[src/mirror_defs.svh]
// Register map, field positions and reset values of the mirror selector
// Summary of operation
// RL1: Bit 15 global enable; zero disables all mirroring
// RL2: When enabled, copy selected frames to capture port
// RL3: Bit 14 set: only mirror copies reach capture
// RL4: Bits 4:0 name the single capture port
// RL5: 17-bit ingress mask picks mirrored receive ports
// RL6: Ingress mask bit i is switch port i
// RL7: Bit 29 enables mirroring every nth frame
// RL8: Divider bits 9:0 hold ratio n
// RL9: Divider applies only to mask-accepted frames
// RL10: Software keeps mirrored bandwidth within capture capacity
// RL11: Separate 17-bit egress mask mirrors transmitted frames
// RL12: Divider 0 or 1 mirrors all; rewrite restarts
// RL13: Read-only reserved bits read zero; RW kept
`ifndef MIRROR_DEFS_SVH
`define MIRROR_DEFS_SVH

// ****************************************************************
// Register indices; byte address is four times the index
// ****************************************************************
`define IDX_CAP_CTRL 8'h10
`define IDX_IN_CTRL 8'h12
`define IDX_IN_DIV 8'h16
`define IDX_EG_CTRL 8'h1C
`define ADDR_W 10

// ****************************************************************
// Field positions
// ****************************************************************
`define CAP_EN_BIT 15
`define CAP_ONLY_BIT 14
`define CAP_PORT_MSB 4
`define MASK_MSB 16
`define DIV_EN_BIT 29
`define DIV_MSB 9
`define PORT_W 5
`define PORT_LAST 5'h10

// ****************************************************************
// Reset values and writable-bit masks
// ****************************************************************
`define REG_RESET 32'h0000_0000
`define CAP_WMASK 32'h0000_C01F
`define DIV_WMASK 32'h0000_03FF
`define FULL_WMASK 32'hFFFF_FFFF
`define DIV_ONE 10'h001
`define CNT_ZERO 10'h000

`endif

[src/mirror_pkg.sv]
// Types shared by the mirror selector files
package mirror_pkg;
   typedef enum logic [1:0] {
      RESP_OKAY = 2'b00,
      RESP_SLVERR = 2'b10
   } resp_t;
endpackage : mirror_pkg

[src/port_mask_match.sv]
// Checks a frame's port number against a 17-bit port mask
`timescale 1ns/1ps
`default_nettype none
`include "mirror_defs.svh"
module port_mask_match (
   input wire logic [`MASK_MSB:0] mask,
   input wire logic [`PORT_W-1:0] port,
   input wire logic frame,
   output logic hit
);
   // Bit i selects port i; ports past the last never match
   always_comb
   begin
      hit = frame && (port <= `PORT_LAST) && mask[port]; // RL6
   end
endmodule : port_mask_match
`default_nettype wire

[src/frame_thinner.sv]
// Picks one in n eligible received frames
`timescale 1ns/1ps
`default_nettype none
`include "mirror_defs.svh"
module frame_thinner (
   input wire logic aclk,
   input wire logic aresetn,
   input wire logic restart,
   input wire logic thin_en,
   input wire logic [`DIV_MSB:0] div,
   input wire logic frame,
   output logic pick,
   output logic [`DIV_MSB:0] cnt
);
   logic bypass;
   logic last;
   logic [`DIV_MSB:0] cnt_r;

   // A ratio of 0 or 1 thins nothing, so every frame passes
   always_comb
   begin
      bypass = !thin_en || (div <= `DIV_ONE); // RL9 RL12
      last = (cnt_r == div - `DIV_ONE);
      pick = frame && (bypass || last); // RL7 RL8
      cnt = cnt_r;
   end

   // One shared count; a new ratio starts the count afresh
   always_ff @(posedge aclk)
   begin
      if (!aresetn || restart || bypass) // RL12
         cnt_r <= `CNT_ZERO;
      else if (frame)
         cnt_r <= last ? `CNT_ZERO : cnt_r + `DIV_ONE; // RL8
   end
endmodule : frame_thinner
`default_nettype wire

[src/port_mirror_selector.sv]
// Port mirror control registers and per-frame mirror decision
`timescale 1ns/1ps
`default_nettype none
`include "mirror_defs.svh"
module port_mirror_selector (
   input wire logic aclk,
   input wire logic aresetn,
   input wire logic [`ADDR_W-1:0] s_axi_awaddr,
   input wire logic [2:0] s_axi_awprot,
   input wire logic s_axi_awvalid,
   output logic s_axi_awready,
   input wire logic [31:0] s_axi_wdata,
   input wire logic [3:0] s_axi_wstrb,
   input wire logic s_axi_wvalid,
   output logic s_axi_wready,
   output logic [1:0] s_axi_bresp,
   output logic s_axi_bvalid,
   input wire logic s_axi_bready,
   input wire logic [`ADDR_W-1:0] s_axi_araddr,
   input wire logic [2:0] s_axi_arprot,
   input wire logic s_axi_arvalid,
   output logic s_axi_arready,
   output logic [31:0] s_axi_rdata,
   output logic [1:0] s_axi_rresp,
   output logic s_axi_rvalid,
   input wire logic s_axi_rready,
   input wire logic rx_frame,
   input wire logic [`PORT_W-1:0] rx_port,
   input wire logic tx_frame,
   input wire logic [`PORT_W-1:0] tx_port,
   output logic mirror_rx,
   output logic mirror_tx,
   output logic [`PORT_W-1:0] capture_port_select,
   output logic capture_only_copies
);
   // ****************************************************************
   // Declarations
   // ****************************************************************
   logic [31:0] cap_ctrl_r;
   logic [31:0] in_ctrl_r;
   logic [31:0] in_div_r;
   logic [31:0] eg_ctrl_r;
   logic [`ADDR_W-1:0] awaddr_r;
   logic [31:0] wdata_r;
   logic [3:0] wstrb_r;
   logic aw_full_r;
   logic w_full_r;
   logic aw_full_nxt;
   logic w_full_nxt;
   logic bvalid_r;
   logic [1:0] bresp_r;
   logic awready_r;
   logic wready_r;
   logic arready_r;
   logic rvalid_r;
   logic [31:0] rdata_r;
   logic [1:0] rresp_r;
   logic mirror_rx_r;
   logic mirror_tx_r;
   logic [`PORT_W-1:0] capture_port_r;
   logic capture_only_r;
   logic do_write;
   logic wr_hit;
   logic div_write;
   logic [7:0] wr_idx;
   logic [7:0] rd_idx;
   logic [31:0] rd_val;
   logic rd_hit;
   logic mirror_on;
   logic rx_hit;
   logic tx_hit;
   logic rx_pick;
   logic [`DIV_MSB:0] thin_cnt;

   // Merge written bytes into the old value, keeping fixed bits at zero
   function automatic logic [31:0] merge(input logic [31:0] old,
      input logic [31:0] data, input logic [3:0] strb,
      input logic [31:0] wmask);
      logic [31:0] be;
      be = {{8{strb[3]}}, {8{strb[2]}}, {8{strb[1]}}, {8{strb[0]}}};
      merge = ((old & ~be) | (data & be)) & wmask; // RL13
   endfunction : merge

   // ****************************************************************
   // Write address and write data capture, either order
   // ****************************************************************
   always_comb
   begin
      do_write = aw_full_r && w_full_r && !bvalid_r;
      aw_full_nxt = (aw_full_r && !do_write) ||
         (s_axi_awvalid && awready_r);
      w_full_nxt = (w_full_r && !do_write) ||
         (s_axi_wvalid && wready_r);
      wr_idx = awaddr_r[`ADDR_W-1:2];
      wr_hit = (wr_idx == `IDX_CAP_CTRL) || (wr_idx == `IDX_IN_CTRL) ||
         (wr_idx == `IDX_IN_DIV) || (wr_idx == `IDX_EG_CTRL);
      div_write = do_write && (wr_idx == `IDX_IN_DIV) && |wstrb_r;
   end

   // Each channel holds one item until the write completes
   always_ff @(posedge aclk)
   begin
      if (!aresetn)
      begin
         aw_full_r <= 1'b0;
         w_full_r <= 1'b0;
         awready_r <= 1'b0;
         wready_r <= 1'b0;
         awaddr_r <= '0;
         wdata_r <= `REG_RESET;
         wstrb_r <= 4'h0;
      end
      else
      begin
         aw_full_r <= aw_full_nxt;
         w_full_r <= w_full_nxt;
         awready_r <= !aw_full_nxt;
         wready_r <= !w_full_nxt;
         if (s_axi_awvalid && awready_r)
            awaddr_r <= s_axi_awaddr;
         if (s_axi_wvalid && wready_r)
         begin
            wdata_r <= s_axi_wdata;
            wstrb_r <= s_axi_wstrb;
         end
      end
   end

   // Write response; unmapped addresses get a slave error
   always_ff @(posedge aclk)
   begin
      if (!aresetn)
      begin
         bvalid_r <= 1'b0;
         bresp_r <= mirror_pkg::RESP_OKAY;
      end
      else if (do_write)
      begin
         bvalid_r <= 1'b1;
         bresp_r <= wr_hit ? mirror_pkg::RESP_OKAY : mirror_pkg::RESP_SLVERR;
      end
      else if (s_axi_bready)
         bvalid_r <= 1'b0;
   end

   // ****************************************************************
   // Control registers
   // ****************************************************************
   always_ff @(posedge aclk)
   begin
      if (!aresetn)
      begin
         cap_ctrl_r <= `REG_RESET; // RL1 RL4
         in_ctrl_r <= `REG_RESET; // RL5
         in_div_r <= `REG_RESET; // RL8
         eg_ctrl_r <= `REG_RESET; // RL11
      end
      else if (do_write)
      begin
         case (wr_idx)
            `IDX_CAP_CTRL:
               cap_ctrl_r <= merge(cap_ctrl_r, wdata_r, wstrb_r, `CAP_WMASK);
            `IDX_IN_CTRL:
               in_ctrl_r <= merge(in_ctrl_r, wdata_r, wstrb_r, `FULL_WMASK);
            `IDX_IN_DIV:
               in_div_r <= merge(in_div_r, wdata_r, wstrb_r, `DIV_WMASK);
            `IDX_EG_CTRL:
               eg_ctrl_r <= merge(eg_ctrl_r, wdata_r, wstrb_r, `FULL_WMASK);
            default:
               cap_ctrl_r <= cap_ctrl_r;
         endcase
      end
   end

   // ****************************************************************
   // Read channel
   // ****************************************************************
   always_comb
   begin
      rd_idx = s_axi_araddr[`ADDR_W-1:2];
      rd_hit = 1'b1;
      case (rd_idx)
         `IDX_CAP_CTRL: rd_val = cap_ctrl_r; // RL13
         `IDX_IN_CTRL: rd_val = in_ctrl_r;
         `IDX_IN_DIV: rd_val = in_div_r;
         `IDX_EG_CTRL: rd_val = eg_ctrl_r;
         default:
         begin
            rd_val = `REG_RESET;
            rd_hit = 1'b0;
         end
      endcase
   end

   // One read in flight; address refused while data waits
   always_ff @(posedge aclk)
   begin
      if (!aresetn)
      begin
         arready_r <= 1'b0;
         rvalid_r <= 1'b0;
         rdata_r <= `REG_RESET;
         rresp_r <= mirror_pkg::RESP_OKAY;
      end
      else if (s_axi_arvalid && arready_r)
      begin
         arready_r <= 1'b0;
         rvalid_r <= 1'b1;
         rdata_r <= rd_val;
         rresp_r <= rd_hit ? mirror_pkg::RESP_OKAY : mirror_pkg::RESP_SLVERR;
      end
      else if (rvalid_r && s_axi_rready)
      begin
         rvalid_r <= 1'b0;
         arready_r <= 1'b1;
      end
      else
         arready_r <= !rvalid_r;
   end

   // ****************************************************************
   // Mirror decision
   // ****************************************************************
   // Global enable gates both directions and the blocking option
   assign mirror_on = cap_ctrl_r[`CAP_EN_BIT]; // RL1

   port_mask_match rx_match (.mask(in_ctrl_r[`MASK_MSB:0]), .port(rx_port),
      .frame(rx_frame && mirror_on), .hit(rx_hit));

   port_mask_match tx_match (.mask(eg_ctrl_r[`MASK_MSB:0]), .port(tx_port),
      .frame(tx_frame && mirror_on), .hit(tx_hit));

   // Thinning sees only frames the ingress mask already accepted
   frame_thinner thinner (.aclk(aclk), .aresetn(aresetn), .restart(div_write),
      .thin_en(in_ctrl_r[`DIV_EN_BIT]), .div(in_div_r[`DIV_MSB:0]),
      .frame(rx_hit), .pick(rx_pick), .cnt(thin_cnt));

   // Registered copy strobes, one cycle behind the frame strobes
   always_ff @(posedge aclk)
   begin
      if (!aresetn)
      begin
         mirror_rx_r <= 1'b0;
         mirror_tx_r <= 1'b0;
      end
      else
      begin
         mirror_rx_r <= rx_pick; // RL2 RL9
         mirror_tx_r <= tx_hit; // RL2 RL11
      end
   end

   // Capture port and blocking follow the control register
   always_ff @(posedge aclk)
   begin
      if (!aresetn)
      begin
         capture_port_r <= '0;
         capture_only_r <= 1'b0;
      end
      else
      begin
         capture_port_r <= cap_ctrl_r[`CAP_PORT_MSB:0]; // RL4
         capture_only_r <= mirror_on && cap_ctrl_r[`CAP_ONLY_BIT]; // RL3
      end
   end

   // ****************************************************************
   // Output drive
   // ****************************************************************
   assign s_axi_awready = awready_r;
   assign s_axi_wready = wready_r;
   assign s_axi_bvalid = bvalid_r;
   assign s_axi_bresp = bresp_r;
   assign s_axi_arready = arready_r;
   assign s_axi_rvalid = rvalid_r;
   assign s_axi_rdata = rdata_r;
   assign s_axi_rresp = rresp_r;
   assign mirror_rx = mirror_rx_r;
   assign mirror_tx = mirror_tx_r;
   assign capture_port_select = capture_port_r;
   assign capture_only_copies = capture_only_r;
endmodule : port_mirror_selector
`default_nettype wire

[config.mk]
export PLATFORM = sky130hd
export DESIGN_NAME = port_mirror_selector
export DESIGN_NICKNAME = d
export VERILOG_FILES = /design/src/mirror_pkg.sv /design/src/port_mask_match.sv /design/src/frame_thinner.sv /design/src/port_mirror_selector.sv
export VERILOG_INCLUDE_DIRS = /design/src
export SDC_FILE = /design/constraint.sdc
export NUM_CORES = 1
export LEC_CHECK = 0
export BUFFER_PORTS_ARGS = -buffer_cell sky130_fd_sc_hd__buf_2
export CORE_UTILIZATION = 57
export CTS_CLUSTER_DIAMETER = 120
export CTS_CLUSTER_SIZE = 25
export DETAILED_ROUTE_END_ITERATION = 16
export MAX_ROUTING_LAYER = met4
export PLACE_DENSITY = 0.8
export SKIP_LAST_GASP = 1
export SLEW_MARGIN = 20
export SYNTH_ARGS = -nofsm -noshare
export SYNTH_HDL_FRONTEND = slang
export SYNTH_HIERARCHICAL = 1
export SYNTH_SLANG_ARGS = --single-unit
[constraint.sdc]
create_clock -name aclk -period 2.3 [get_ports aclk]
set_input_delay 0.46 -clock aclk [delete_from_list [all_inputs] [get_ports aclk]]
set_output_delay 0.46 -clock aclk [all_outputs]
set_load 0.01 [all_outputs]
==> metrics.cfg <==
[run_status]
outcome=complete, no violations

[power]
power_density_nw_per_um2=708.8
p_leak_nw=3.699
peakVddDrop_mv=0.5787

[logic_synthesis]
netlist_instances=908
synth_top_area_frac=0.4523
synth-compound-area-share=0.1496
ys_types=63
synth-xor-area-share=0.02305
synth_seq_cells=184
ys_seq_area_frac=0.4523
yosys.area_share.simple=0.2222
synth_warnings=6
synth-async-reset-ratio=0
synthAdderAreaFrac=0.004609
synth_area_um2=8144
synth.most_common_cell=nand2_1
synth_mux_area_frac=0.1125
syn_avg_cell_area_um2=8.969
synth_area_leaders=dfxtp_1 45%, mux2i_1 11%, nand2_1 11%, a21boi_0 4.4%, o21ai_0 2.8%
synth-main-ff-cell=dfxtp_1
synth_edf_count=0
yosys.area.top_type=dfxtp_1
synth_common_cells=230 x nand2_1, 184 x dfxtp_1, 87 x mux2i_1, 48 x a21boi_0
synth_top_family_by_area=simple AND/OR/NAND/NOR gates

[global_route]
grt_pass1_vias=6469
grt_max_degree=49
grt_overflow_total=0
grt_pass1_wl_um=32800
grt_usage=0.2965
antenna_found_initial=0

[timing]
tightest_slew_ns=0.5514
min_period_ns=2.070
finClkSkew_ns=0.01107
setup_ws_ns=0.2296
rsz0062_at_grt=no
setup_viol=0
drv_slew=0
min_period_over_period=0.9002
hold-worst-slack_ns=0.2666
finalHoldViolCount=0
slew_headroom=0.6311
finalSetupTns_ns=0
fmax_ghz=0.4830

[routing]
drc_errors=0
antenna_left=0
dr.pass1.iters=5
drt_iter0_drc=567
drt-total-wl_um=20260
routedWlPerCell_um=16.78
vias=6892
vias_per_cell=5.710

[clock_network]
clockBufferDepth=2
cts_tree=done
clk_pin_slew_ns=0.07
cts_max_level=4
post_cts_buffers=0
ctsHoldBuffers=0
cts_buffers=17
clkLatencyLatePin_ns=0.44
cts_root_buffer=clkbuf_16
cts_sinks=184
ctsResizeCount=0

[finish]
regArea_um2=3684
area_growth_pct=18.60
antenna_cells=0
layout-drive-gt1-share=0.1967
multi_input_area_um2=4202
fillers=1088
nets=1098

[setup_path]
reg2reg_to=thinner/cnt[9]
arrival_ns=2.41
worst_ep_required_time_ns=2.64
r2r_setup_slack_ns=0.23
path_class=register to register
rr_worst_depth=9
cp-end-kind=register
worstSetupStartpointType=register
crit_path_max_fanout=9

[floorplanning]
die_h_um=121.5
die_w_um=121.5
io_pins=130
dieArea_um2=14770
start_util=0.5844
core-area_um2=13930
rows=43

[hold_path]
holdPathEnd=wdata_r[26]
worstHoldStart=s_axi_wdata[26]
hold-path-cell-count=3
hp-class=input pin to register

[placement]
post-place-ws_ns=0.002126
hpwlAfterDp_um=14170
numPortBuffers=117
gp_congestion=0.9008

[flow_run]
cap_violations=0

## final cells by class
cell class              count  area share
repair buffers            145     0.08782
clock inverters            13     0.02176
inverters                  10    0.003886
flip-flops and latches    184      0.3813
well taps                 180     0.02332
multi-input cells         656      0.4350
clock buffers              19     0.04689
## worst max-delay path, cell delays in order (launching register included)
cell      delay, ns
dfxtp_1        0.31
inv_1          0.07
ha_1           0.35
xnor3_1        0.27
and3_1         0.18
o21ai_1        0.14
a211o_2        0.21
nor2_4         0.05
buf_4          0.16
a211oi_1       0.23
## stage by stage
step	instance area, um2	utilization	cells	power [mW]
final	9659	0.6932	1207	6.846
after global routing	9659	0.6932	1207	7.050
after CTS	9659	0.6932	1207	6.876
after detailed placement	8996	0.6456	1175	3.695
after global placement	8996	0.6456	1175	3.686
after floorplan	8148	-	909	3.544
## layout by cell type (no fill, tap or decap), drive strengths merged, types with 2 or more instances in the layout
cell,instances
a2111oi,2
a211oi,10
a21boi,48
a21oi,7
a22o,5
a22oi,29
a31oi,2
and2,14
and3,6
buf,145
bufinv,4
clkbuf,19
clkinv,4
conb,2
dfxtp,184
ha,3
inv,14
mux2i,87
mux4,2
nand2,230
nand2b,8
nand3,29
nand3b,5
nand4,11
nand4b,2
nor2,15
nor2b,18
nor3,9
nor4,6
nor4b,9
o2111ai,2
o211ai,4
o21ai,52
o22a,4
o311ai,2
xnor2,9
xor2,9
## kinds of logic (layout without fill, tap and decap cells)
logic type / after synthesis / count (layout)
other cells: 1 / 2
buf+inv: 69 / 187
mux: 89 / 89
flops: 184 / 184
fa+ha+maj: 3 / 3
simple gates: 371 / 371
compound gates: 172 / 172
xor+xnor: 19 / 19
## worst max path at each step
stage / startpoint / to / slack [ns] / cells past startpoint
6_report: register / thinner/cnt[9] / 0.23 / 9
5_1_grt: register / thinner/cnt[9] / 0.08 / 10
4_1_cts: register / thinner/cnt[9] / 0.25 / 9
3_5_place_dp: rx_port[0] / thinner/cnt[9] / 0.002 / 10
3_3_place_gp: rx_port[0] / thinner/cnt[9] / 0.06 / 10
2_1_floorplan: rx_port[0] / thinner/cnt[9] / 0.18 / 10
## metal layers
| layer | track usage | part of all wire |
|---|---|---|
| met5 | - | 0 |
| met1 | 0.3959 | 0.45 |
| met3 | 0.05103 | 0.065 |
| met4 | 0.1088 | 0.016 |
| met2 | 0.4506 | 0.47 |
## power breakdown
group / switching [mW] / internal, mW / total, mW
logic: 0.218 / 0.138 / 0.355
registers: 0.0396 / 3.23 / 3.27
clock network: 1.31 / 1.91 / 3.22
total: 1.56 / 5.28 / 6.85
Note: power is estimated with default switching activity, not from simulation.
